==> config.mk <==
export PLATFORM = sky130hd
export DESIGN_NAME = trd_top
export DESIGN_NICKNAME = d
export VERILOG_FILES = /design/src/trd_pkg.sv /design/src/trd_fifo.sv /design/src/trd_top.sv
export SDC_FILE = /design/constraint.sdc
export NUM_CORES = 1
export LEC_CHECK = 0
export BUFFER_PORTS_ARGS = -buffer_cell sky130_fd_sc_hd__buf_2
export CORE_MARGIN = 5
export CORE_UTILIZATION = 50
export DETAILED_ROUTE_END_ITERATION = 7
export PLACE_DENSITY_LB_ADDON = 0.25
export SETUP_SLACK_MARGIN = 0.5
export SLEW_MARGIN = 20
export SYNTH_ARGS = -nofsm -noshare
export SYNTH_HDL_FRONTEND = slang
export SYNTH_SLANG_ARGS = --single-unit
export TNS_END_PERCENT = 20
==> constraint.sdc <==
create_clock -name ref_clk -period 8.8 [get_ports ref_clk]
set_input_delay 0.44 -clock ref_clk [delete_from_list [all_inputs] [get_ports ref_clk]]
set_output_delay 0.44 -clock ref_clk [all_outputs]
set_load 0.005 [all_outputs]
==> src/trd_pkg.sv <==
// Shared constants and types of the tag reader timing and control block.
package trd_pkg;

  // ****************************************************************
  // Clock and carrier
  // ****************************************************************
  localparam int CLK_HZ       = 40_000_000;
  localparam int CLK_NS       = 25;
  localparam int CARRIER_HZ   = 125_000;
  localparam int CARRIER_DIV  = CLK_HZ / CARRIER_HZ;
  localparam int CAR_HALF     = CARRIER_DIV / 2;
  localparam int CNT_W        = 9;
  localparam int STEP_PER_REV = 32;
  localparam int STEP_CYC     = CARRIER_DIV / STEP_PER_REV;
  localparam int STEP_W       = 4;
  localparam int STEP_IDX_ZERO  = 7;
  localparam int STEP_IDX_RESET = 8;
  localparam int STEP_IDX_MAX   = 15;
  localparam int EVAL_TMO_CYC   = 2 * CARRIER_DIV;

  // ****************************************************************
  // Reference capacitor preset timing
  // ****************************************************************
  localparam int PRESET_ON_DLY_NS     = 256_000;
  localparam int PRESET_LEN_NS        = 128_000;
  localparam int PRESET_SETTLE_DLY_NS = 518_000;
  localparam int PRESET_ON_DLY_CYC     = (PRESET_ON_DLY_NS + CLK_NS - 1) / CLK_NS;
  localparam int PRESET_LEN_CYC        = (PRESET_LEN_NS + CLK_NS - 1) / CLK_NS;
  localparam int PRESET_SETTLE_DLY_CYC = (PRESET_SETTLE_DLY_NS + CLK_NS - 1) / CLK_NS;
  localparam int PRE_W = 15;

  // ****************************************************************
  // Demodulated data stream
  // ****************************************************************
  localparam int FIFO_W = 8;
  localparam int FIFO_D = 8;
  localparam int BITS_W = 3;

  typedef enum logic [1:0] {MODE_ONE_WIRE, MODE_TWO_WIRE, MODE_MCU} trd_mode_t;
  typedef enum logic [1:0] {ST_SETTLE, ST_EVAL, ST_RUN, ST_STANDBY} trd_fsm_t;
  typedef enum logic [1:0] {PR_IDLE, PR_WAIT, PR_ON} trd_pre_t;

  typedef struct packed {
    logic             a;
    logic             b;
    logic             oe;
  } trd_drive_t;

  typedef struct packed {
    trd_fsm_t           fsm;
    logic [CNT_W-1:0]   cnt;
    logic [CNT_W:0]     eval_cnt;
    logic [STEP_W-1:0]  step;
    logic               rd_prev;
    logic               drv_en;
    trd_drive_t         drv;
    trd_pre_t           pre;
    logic [PRE_W-1:0]   pre_cnt;
    logic [FIFO_W-1:0]  shreg;
    logic [BITS_W-1:0]  bits;
    logic               pend;
    logic [FIFO_W-1:0]  pend_data;
    logic               dropped;
    logic               demod;
    logic               tx_shut;
    logic               tx_seen_off;
  } trd_state_t;

endpackage : trd_pkg

==> src/trd_fifo.sv <==
// Parameterised first-in first-out buffer with valid/ready on both sides.
`timescale 1ns/1ps
module trd_fifo
  import trd_pkg::*;
#(
  parameter int WIDTH = 8,
  parameter int DEPTH = 8
) (
  input  wire logic             ref_clk,
  input  wire logic             rst,
  input  wire logic             in_valid,
  output logic                  in_ready,
  input  wire logic [WIDTH-1:0] in_data,
  output logic                  out_valid,
  input  wire logic             out_ready,
  output logic [WIDTH-1:0]      out_data
);
  localparam int AW = $clog2(DEPTH);

  typedef struct packed {
    logic [DEPTH-1:0][WIDTH-1:0] mem;
    logic [AW-1:0]               wr;
    logic [AW-1:0]               rd;
    logic [AW:0]                 level;
  } trd_fifo_state_t;

  trd_fifo_state_t s_q;
  trd_fifo_state_t s_d;
  logic            push;
  logic            pop;

  assign in_ready  = (s_q.level != (AW+1)'(DEPTH));
  assign out_valid = (s_q.level != '0);
  assign out_data  = s_q.mem[s_q.rd];
  assign push      = in_valid && in_ready;
  assign pop       = out_valid && out_ready;

  always_comb begin
    s_d = s_q;
    if (push) begin
      s_d.mem[s_q.wr] = in_data;
      s_d.wr = (s_q.wr == AW'(DEPTH-1)) ? '0 : s_q.wr + 1'b1;
    end
    if (pop) begin
      s_d.rd = (s_q.rd == AW'(DEPTH-1)) ? '0 : s_q.rd + 1'b1;
    end
    case ({push, pop})
      2'b10:   s_d.level = s_q.level + 1'b1;
      2'b01:   s_d.level = s_q.level - 1'b1;
      default: s_d.level = s_q.level;
    endcase
  end

  always_ff @(posedge ref_clk or posedge rst) begin
    if (rst) begin
      s_q <= '0;
    end else begin
      s_q <= s_d;
    end
  end

endmodule : trd_fifo

==> src/trd_top.sv <==
// Carrier, antenna driver, sampling phase, preset and transmitter restart control.
`timescale 1ns/1ps

module trd_top
  import trd_pkg::*;
#(
  parameter int ON_DLY_CYC     = PRESET_ON_DLY_CYC,
  parameter int LEN_CYC        = PRESET_LEN_CYC,
  parameter int SETTLE_DLY_CYC = PRESET_SETTLE_DLY_CYC
) (
  input  wire logic              ref_clk,
  input  wire logic              sys_rst,
  input  wire logic              low_voltage_reset_pin_n,
  input  wire logic              config_select_a,
  input  wire logic              config_select_b,
  input  wire logic              modulation_input,
  input  wire logic              standby_req,
  input  wire logic              osc_settled,
  input  wire logic              rd_phase_in,
  input  wire logic              rd_compare_in,
  input  wire logic              tx_in,
  input  wire logic              overtemp,
  output logic                   antenna_drive_a_o,
  output logic                   antenna_drive_a_oe,
  output logic                   antenna_drive_b_o,
  output logic                   antenna_drive_b_oe,
  output logic                   comparator_ref_cap,
  output logic [STEP_W-1:0]      sample_step,
  output logic                   demod_out,
  output logic                   diag_tx_enable,
  output logic                   sample_dropped,
  output trd_mode_t              mode,
  output logic                   data_valid,
  input  wire logic              data_ready,
  output logic [FIFO_W-1:0]      data_out
);

  // ****************************************************************
  // Reset, mode decode and state
  // ****************************************************************
  logic       rst;
  trd_state_t s_q;
  trd_state_t s_d;
  logic       fifo_ready;
  logic       standby_cmd;
  logic       tx_cmd;
  logic [CNT_W:0] sample_pt;

  // Either reset source loads the reset state without waiting for a clock edge.
  assign rst = sys_rst || !low_voltage_reset_pin_n;

  always_comb begin
    if (config_select_a) begin
      mode = MODE_MCU;
    end else if (config_select_b) begin
      mode = MODE_TWO_WIRE;
    end else begin
      mode = MODE_ONE_WIRE;
    end
  end

  // In the MCU mode the second select pin doubles as the standby control.
  assign standby_cmd = (mode == MODE_MCU) ? !config_select_b : standby_req;
  // The transmitter command comes from the demodulator except in the MCU mode.
  assign tx_cmd = (mode == MODE_MCU) ? tx_in : s_q.demod;

  // Sample instant relative to the falling edge of driver a at half period.
  always_comb begin
    sample_pt = (CNT_W+1)'(CAR_HALF + CARRIER_DIV - STEP_IDX_ZERO * STEP_CYC)
              + (CNT_W+1)'(s_q.step) * (CNT_W+1)'(STEP_CYC);
    if (sample_pt >= (CNT_W+1)'(CARRIER_DIV)) begin
      sample_pt = sample_pt - (CNT_W+1)'(CARRIER_DIV);
    end
  end

  // ****************************************************************
  // Next state
  // ****************************************************************
  always_comb begin
    int d;
    int idx;
    logic sample_now;
    d = 0;
    idx = 0;
    sample_now = 1'b0;
    s_d = s_q;
    s_d.dropped = 1'b0;
    s_d.rd_prev = rd_phase_in;
    // The oscillator stops in standby, so the carrier counter freezes.
    if (s_q.fsm != ST_STANDBY) begin
      s_d.cnt = (s_q.cnt == CNT_W'(CARRIER_DIV-1)) ? '0 : s_q.cnt + 1'b1;
    end
    case (s_q.fsm)
      ST_SETTLE: begin
        s_d.drv_en = 1'b1;
        if (osc_settled) begin
          s_d.fsm = ST_EVAL;
          s_d.eval_cnt = '0;
          s_d.pre = PR_WAIT;
          s_d.pre_cnt = PRE_W'(SETTLE_DLY_CYC - 1);
        end
      end
      ST_EVAL: begin
        s_d.eval_cnt = s_q.eval_cnt + 1'b1;
        if (rd_phase_in && !s_q.rd_prev) begin
          d = (s_q.cnt >= CNT_W'(CAR_HALF)) ? int'(s_q.cnt) - CARRIER_DIV : int'(s_q.cnt);
          idx = STEP_IDX_RESET + d / STEP_CYC;
          if (idx < 0) begin
            idx = 0;
          end else if (idx > STEP_IDX_MAX) begin
            idx = STEP_IDX_MAX;
          end
          s_d.step = STEP_W'(idx);
          s_d.fsm = ST_RUN;
        end else if (s_q.eval_cnt == (CNT_W+1)'(EVAL_TMO_CYC)) begin
          // No antenna edge seen: keep the previous step rather than guess.
          s_d.fsm = ST_RUN;
        end
      end
      ST_RUN: begin
        s_d.drv_en = modulation_input;
        if (modulation_input && !s_q.drv_en) begin
          s_d.pre = PR_WAIT;
          s_d.pre_cnt = PRE_W'(ON_DLY_CYC - 1);
        end
        if (standby_cmd) begin
          s_d.fsm = ST_STANDBY;
        end
      end
      ST_STANDBY: begin
        if (!standby_cmd) begin
          s_d.fsm = ST_SETTLE;
        end
      end
      default: s_d.fsm = ST_SETTLE;
    endcase

    // Antenna drivers follow the carrier while on and float while off; in standby outside the MCU mode they drive a low and b high.
    if (s_q.fsm == ST_STANDBY) begin
      if (mode != MODE_MCU) begin
        s_d.drv = '{a: 1'b0, b: 1'b1, oe: 1'b1};
      end
    end else if (s_d.drv_en) begin
      s_d.drv.a = (s_d.cnt < CNT_W'(CAR_HALF));
      s_d.drv.b = !s_d.drv.a;
      s_d.drv.oe = 1'b1;
    end else begin
      s_d.drv.oe = 1'b0;
    end

    // Reference capacitor preset: a delay then a fixed-length pulse.
    case (s_q.pre)
      PR_IDLE: ;
      PR_WAIT: begin
        if (s_q.pre_cnt == '0) begin
          s_d.pre = PR_ON;
          s_d.pre_cnt = PRE_W'(LEN_CYC - 1);
        end else begin
          s_d.pre_cnt = s_q.pre_cnt - 1'b1;
        end
      end
      PR_ON: begin
        if (s_q.pre_cnt == '0) begin
          s_d.pre = PR_IDLE;
        end else begin
          s_d.pre_cnt = s_q.pre_cnt - 1'b1;
        end
      end
      default: s_d.pre = PR_IDLE;
    endcase
    // Stopping the oscillator abandons any preset in flight.
    if (s_q.fsm == ST_STANDBY) begin
      s_d.pre = PR_IDLE;
    end

    // One sample per carrier period resolves bit rates up to 8 kHz easily.
    if (s_q.pend && fifo_ready) begin
      s_d.pend = 1'b0;
    end
    if (s_q.fsm == ST_RUN && s_q.drv_en && s_q.cnt == sample_pt[CNT_W-1:0]) begin
      sample_now = 1'b1;
    end
    if (sample_now) begin
      s_d.demod = rd_compare_in;
      if (s_q.pend && !fifo_ready && s_q.bits == BITS_W'(FIFO_W-1)) begin
        // The byte cannot complete while the previous one waits: drop this sample.
        s_d.dropped = 1'b1;
      end else begin
        s_d.shreg = {s_q.shreg[FIFO_W-2:0], rd_compare_in};
        s_d.bits = s_q.bits + 1'b1;
        if (s_q.bits == BITS_W'(FIFO_W-1)) begin
          s_d.pend = 1'b1;
          s_d.pend_data = {s_q.shreg[FIFO_W-2:0], rd_compare_in};
        end
      end
    end

    // Transmitter restart needs cool-down plus an off then on command.
    if (overtemp) begin
      s_d.tx_shut = 1'b1;
      s_d.tx_seen_off = 1'b0;
    end else if (s_q.tx_shut) begin
      if (!tx_cmd) begin
        s_d.tx_seen_off = 1'b1;
      end else if (s_q.tx_seen_off) begin
        s_d.tx_shut = 1'b0;
        s_d.tx_seen_off = 1'b0;
      end
    end
  end

  always_ff @(posedge ref_clk or posedge rst) begin
    if (rst) begin
      s_q <= '{fsm: ST_SETTLE, step: STEP_W'(STEP_IDX_RESET), drv_en: 1'b1,
               drv: '{a: 1'b1, b: 1'b0, oe: 1'b1}, pre: PR_IDLE, default: '0};
    end else begin
      s_q <= s_d;
    end
  end

  // ****************************************************************
  // Outputs and data buffer
  // ****************************************************************
  assign antenna_drive_a_o  = s_q.drv.a;
  assign antenna_drive_b_o  = s_q.drv.b;
  assign antenna_drive_a_oe = s_q.drv.oe;
  assign antenna_drive_b_oe = s_q.drv.oe;
  assign comparator_ref_cap = (s_q.pre == PR_ON);
  assign sample_step        = s_q.step;
  assign demod_out          = s_q.demod;
  assign diag_tx_enable     = !s_q.tx_shut && (mode != MODE_MCU || s_q.fsm != ST_STANDBY);
  assign sample_dropped     = s_q.dropped;

  trd_fifo #(.WIDTH(FIFO_W), .DEPTH(FIFO_D)) u_fifo (
    .ref_clk   (ref_clk),
    .rst       (rst),
    .in_valid  (s_q.pend),
    .in_ready  (fifo_ready),
    .in_data   (s_q.pend_data),
    .out_valid (data_valid),
    .out_ready (data_ready),
    .out_data  (data_out)
  );

  logic [15:0] since_q;
  logic        kind_q;
  logic [15:0] len_q;
  logic        evaluated_q;
  always_ff @(posedge ref_clk or posedge rst) begin
    if (rst) begin
      since_q <= '0;
      kind_q <= 1'b0;
      len_q <= '0;
      evaluated_q <= 1'b0;
    end else begin
      since_q <= (since_q == 16'hffff) ? since_q : since_q + 1'b1;
      if (s_q.fsm == ST_SETTLE && osc_settled) begin
        since_q <= 16'h0001;
        kind_q <= 1'b1;
      end else if (s_q.fsm == ST_RUN && modulation_input && !s_q.drv_en) begin
        since_q <= 16'h0001;
        kind_q <= 1'b0;
      end
      len_q <= comparator_ref_cap ? len_q + 1'b1 : '0;
      if (s_q.fsm == ST_EVAL && s_d.fsm == ST_RUN) begin
        evaluated_q <= 1'b1;
      end
    end
  end
endmodule : trd_top

After elaboration in Yosys (flattened, before gate mapping)
Cells that the tools add are included.

storage, ports and cells
  register bits after elaboration = 144
  memories kept = 0
  word-level logic and storage cells = 160
  bits in latches = 0
  bits in read-only memories = 0
  output and inout bits = 23
  bits in writable memories = 0

operators by class
  eq/ne operators = 22
  multipliers = 1
  div/mod/pow operators = 1
  reductions and logical operators = 33
  bitwise logic cells = 1
  mux-type cells = 52
  magnitude comparators = 8
  add/sub/neg operators = 12
  shift operators = 0

operator list
  cell                                                                           number
  64-bit bitwise mux                                                             1
  9-bit two-way mux                                                              5
  17-bit two-way mux                                                             2
  17-bit case mux with 2 select lines                                            1
  5-bit by 32-bit adder with 32-bit output, first input constant                 1
  32-bit by 5-bit divider with 32-bit output, second input constant              1
  32-bit by 5-bit > comparator with 1-bit output, second input constant          1
  32-bit by 1-bit less-than comparator with 1-bit output, second input constant  1
  32-bit two-way mux                                                             1
  15-bit two-way mux                                                             2
  15-bit case mux with 2 select lines                                            1
  2-bit two-way mux                                                              13
  8-bit binary-select mux with 3-bit select                                      1
  8-bit demux with 3-bit select                                                  1
  10-bit case mux with 2 select lines                                            1
  8-bit two-way mux                                                              2
  15-bit zero test                                                               1
  15-bit by 1-bit subtractor with 15-bit output, second input constant           1
  3-bit two-way mux                                                              4
  11-bit two-way mux                                                             1
  10-bit by 1-bit adder with 10-bit output, second input constant                1
  9-bit by 8-bit adder with 10-bit output, first input constant                  1
  10-bit == test, second input constant                                          1
  2-bit == test, second input constant                                           5
  37 further kinds                                                               80

Logic depth before layout (Yosys ltp)
  depth in word-level cells = 8
  gate-level depth with buffers = 27

Cells and area by module
Synthesis repeated with hierarchy kept, for this count alone.

second synthesis, totals
  cell total of the unflattened synthesis = 821
  area, all modules = 8982.4 µm²

modules (own cells, without submodules)
  module    sequential area each (µm²)  area each (µm²)  cells an instance  times used
  trd_top   1756.7                      5335.1           594                1
  trd_fifo  1851.8                      3647.2           227                1

Worst setup path before layout
No wires, ideal clock.

  kind = register to register
  start point = reg s_q[66] in the netlist's numbering
  end point = reg s_q, in the netlist sample_step[0]
  data arrival time = 5358 ps
  cell stages (with the launch flop) = 26
  required time = 8677 ps
  library setup time = 123 ps
  slack = 3319 ps
  clock period less this slack = 5481 ps
  cells stage by stage = dfrtp_1 > inv_2 > ha_1 > and3b_1 > and2_1 > a2111o_1 > and3_4 > mux2i_2 > o22ai_1 > or4_1 > o2111ai_2 > inv_1 > ha_1 > a21oi_1 > nor3_1 > o21ai_0 > o211ai_1 > o21ai_1 > ha_1 > a21oi_1 > xnor2_1 > ha_1 > or3_1 > a22o_1 > o211a_1 > o221a_1

between the ends
  word-level cells in the longest chain between the ends = 7
  elaborated cells on any way between the ends = 9

ends and longest elaborated chain
  element                                                                                                         line            source
  start, declared                                                                                                 trd_top.sv:42   trd_state_t s_q;
  start signal, assigned                                                                                          trd_top.sv:214  s_q <= '{fsm: ST_SETTLE, step: STEP_W'(STEP_IDX_RESET), drv_en: 1'b1,
  9-bit by 9-bit subtractor with 10-bit output or 9-bit by 8-bit >= comparator with 1-bit output (tied branches)  trd_top.sv:106  d = (s_q.cnt >= CNT_W'(CAR_HALF)) ? int'(s_q.cnt) - CARRIER_DIV : int'(s_q.cnt);
  32-bit two-way mux *                                                                                            trd_top.sv:106
  32-bit by 5-bit divider with 32-bit output *                                                                    trd_top.sv:107  idx = STEP_IDX_RESET + d / STEP_CYC;
  5-bit by 32-bit adder with 32-bit output *                                                                      trd_top.sv:107
  32-bit by 5-bit > comparator with 1-bit output                                                                  trd_top.sv:110  end else if (idx > STEP_IDX_MAX) begin
  4-bit two-way mux                                                                                               trd_top.sv:110
  4-bit two-way mux *                                                                                             trd_top.sv:108  if (idx < 0) begin

Mark *: on every way between the ends. The rest lies on a longest branch, timed or not.
A chain may end at the register's enable or synchronous reset.

Worst setup path after layout
  start point = reg s_q[60] in the netlist's numbering
  end point = reg s_q, in the netlist sample_step[1]

The elaborated chain is that of the path after synthesis.

==> impl_results.md <==
- WL final: 18400 um
- Crit path launch type: flip-flop
- WP data arrival: 6.48 ns
- Syn-to-layout area delta: 10.5%
- Multi-input logic area: 0.00483 mm^2
- Static leakage: 4.47 nW
- Element type at the critical path end: flip-flop
- Slew of the pin with the lowest slew margin: 0.892 ns
- Register area share after synthesis: 0.413
- # rows: 48
- Root buffer cell: clkbuf_16
- Setup tns final: 0 ns
- Top FF cell, synth: dfrtp_1
- CTS clk-pin slew, worst paths: 0.06 ns
- CTS Hold Buffers Added: 0
- First-pass GRT wire length: 31300 um
- Post-synth ARST share: 1.00
- Worst Hold Class: in2reg
- Die area: 0.0202 mm^2
- Largest cells by area after synthesis: dfrtp_1, mux2_2, ha_1
- Final instance area: 0.00966 mm^2
- Sequential share of power: 0.323
- Nets: 895
- Flip-flop and latch area: 0.00361 mm^2
- GRT Overall Usage: 0.191
- IO Pins: 36
- Area leader, netlist: dfrtp_1
- Initial antenna violation count: 0
- Critical-path maximum fanout: 11
- Largest family of logic cells by synthesized area: multiplexers
- Worst Skew: 0.0128 ns
- Worst R2R Setup Slack: 2.61 ns
- First drt pass iteration count: 5
- N_diodes: 0
- Final ANT Viol Nets: 0
- Htree depth: 4
- Post-synth design cell area: 0.00874 mm^2
- Number of global-route vias before repair: 6337
- Post-CTS sizing: 0
- Final Hold Fails: 0
- Sw power: 1.20 mW
- Pint: 1.78 mW
- Total core area: 0.0172 mm^2
- Die Wd: 142 um
- Gr ovfl total: 0
- Clock period minus worst slack: 6.19 ns
- Clock sink count: 144
- Largest net degree at the start of global routing: 60
- Post-DP HPWL: 12800 um
- Max-slew headroom: 0.402
- Post-Syn Nets: 869
- Post-CTS Setup Inserts: 0
- Required time worst endpoint: 9.09 ns
- Unrepaired setup endpoints after global routing: false
- Maximum vdd drop: 0.181 mV
- Mean Syn Cell Area: 10.7 um^2
- Switching Fraction: 0.403
- TritonCTS Buffers: 17
- DRC violations left: 0
- Via density: 5.85
- Syn Inst Count: 817
- CTS tree: done
- Outcome: complete, no violations
- MaxCap Viol Count: 0
- Seq cells post-synth: 144
- Synth top area share: 0.401
- Clk pwr share: 0.237
- Synth warn: 0
- Dpl cell area: 0.00908 mm^2
- Final max-slew violation count: 0
- Yosys cell types: 92
- Post-synthesis simple-gate area fraction: 0.147
- Clk_lat worst skew: 0.41 ns
- Number of synthesized flops with an enable pin: 0
- Wire per inst: 17.0 um
- Complex-gate fraction of the synthesized area: 0.134
- Die Y: 142 um
- Fillers: 1473
- Combinational share of power: 0.440
- Initial drt markers: 415
- Post-Synth Adder-Cell Area: 0.0575
- Synth Area in XOR/XNOR: 0.0418
- Fin crit share: 0.703
- P per Cell Area: 309 mW/mm^2
- Setup CP Type: reg2reg
- RD Place Congestion: 0.864
- Worst hold slack: 0.145 ns
- Peak Freq: 0.162 GHz
- I/O Buffers: 35
- Via Count: 6318
- Initial Utilization: 0.507
- Final setup viols: 0
- Layout cell share with drive strength beyond 1: 0.264
- Mux contribution to synthesized area: 0.169
- Clk buf depth: 2
## state kept, by name (all words and copies together) (netlist names)
register            cells
u_fifo.s_q             74
s_q                    61
sample_step             4
antenna_drive_a_o       1
antenna_drive_a_oe      1
antenna_drive_b_o       1
demod_out               1
sample_dropped          1
## cell type report
cell class	count	share of cell area
Clock buffer	22	0.0491
Clock inverter	9	0.0110
Inverter	36	0.0140
Multi-Input combinational cell	603	0.500
Sequential cell	144	0.374
Tap cell	225	0.0291
Timing Repair Buffer	41	0.0228
## metrics by stage
stage                     total power, mW  setup slack [ns]  cells   util
after global placement               2.28              2.75   1049  0.527
final                                2.98              2.61   1080  0.560
after detailed placement             2.28              2.64   1049  0.527
after CTS                            3.00              2.61   1080  0.560
after floorplan                      2.01              3.27    817      -
after global routing                 3.23              2.01   1080  0.560
## synthesized netlist by cell type (all sizes together), types with 7 or more instances
| master | count |
|---|---|
| nand4 | 7 |
| or3 | 15 |
| clkbuf | 15 |
| inv | 36 |
| xor2 | 21 |
| a31oi | 9 |
| dfrtp | 140 |
| nand2b | 11 |
| ha | 37 |
| xnor2 | 19 |
| o22ai | 8 |
| a21oi | 38 |
| nand2 | 73 |
| buf | 19 |
| mux2i | 7 |
| o21ai | 46 |
| mux2 | 93 |
| a21o | 9 |
| nor3 | 24 |
| mux4 | 16 |
| nand3 | 22 |
| or2 | 7 |
| nor2 | 39 |
## critical path, stage by stage, from the launching register on
cell and delay, ns:
dfrtp_1 0.43, inv_1 0.12, ha_1 0.32, nor4b_4 0.33, a31oi_1 0.27, nor4_2 0.55
nor2_1 0.10, mux2i_2 0.24, o22ai_1 0.32, or4_1 0.61, o2111ai_2 0.13, inv_1 0.11
ha_1 0.25, a21oi_1 0.12, nor3_1 0.05, o21ai_0 0.17, o211ai_1 0.11, o21ai_1 0.20
ha_1 0.21, a21oi_1 0.08, xnor2_1 0.16, ha_1 0.25, or3_1 0.37, a22o_1 0.20
o211a_1 0.16, o221a_1 0.21
## power groups by stage
stage | registers, mW | logic [mW] | clock network (mW)
6_report | 0.965 | 1.31 | 0.707
5_1_grt | 0.989 | 1.49 | 0.754
4_1_cts | 0.964 | 1.32 | 0.722
3_5_place_dp | 0.974 | 1.31 | 0
3_3_place_gp | 0.971 | 1.30 | 0
2_1_floorplan | 0.861 | 1.15 | 0
## kinds of logic (layout without fill, tap and decap cells)
group / count (synthesis) / after routing
AND/OR/NAND/NOR: 238 / 238
adder cells (fa/ha/maj): 39 / 39
AO/OA/AOI/OAI: 170 / 170
XOR/XNOR: 40 / 40
flip-flops: 144 / 144
buffers and inverters: 70 / 108
multiplexers: 116 / 116
## routing by layer
| metal | vias up | track usage | routed length (um) |
|---|---|---|---|
| met2 | 113 | 0.300 | 8570 |
| met1 | 3142 | 0.268 | 8800 |
| met4 | 0 | 0.0687 | 329 |
| met3 | 22 | 0.0353 | 647 |
| met5 | - | 0 | 0 |
| li1 | 3041 | - | - |
## layout by cell type (no fill, tap or decap), types with 20 or more instances in the layout
master,n
a21oi_1,37
buf_2,35
dfrtp_1,139
ha_1,37
inv_1,34
mux2_2,93
nand2_1,73
nand3_1,20
nor2_1,38
nor3_1,21
o21ai_0,37
xor2_1,20
## worst paths after layout
kind,from,to,cells after the start
setup / recovery,s_q[60]$_DFFE_PP0N_,sample_step[1]$_DFFE_PP0P_,25
hold / removal,rd_phase_in,s_q[45]$_DFF_PP0_,1
setup reg to reg,s_q[60]$_DFFE_PP0N_,sample_step[1]$_DFFE_PP0P_,25
hold reg to reg,s_q[13]$_DFFE_PP0P_,s_q[13]$_DFFE_PP0P_,1
max in group asynchronous,sys_rst,s_q[68]$_DFF_PP0_,4
min in group asynchronous,low_voltage_reset_pin_n,u_fifo.s_q[1]$_DFFE_PP0P_,2
Power figures use the tool's default switching activity.
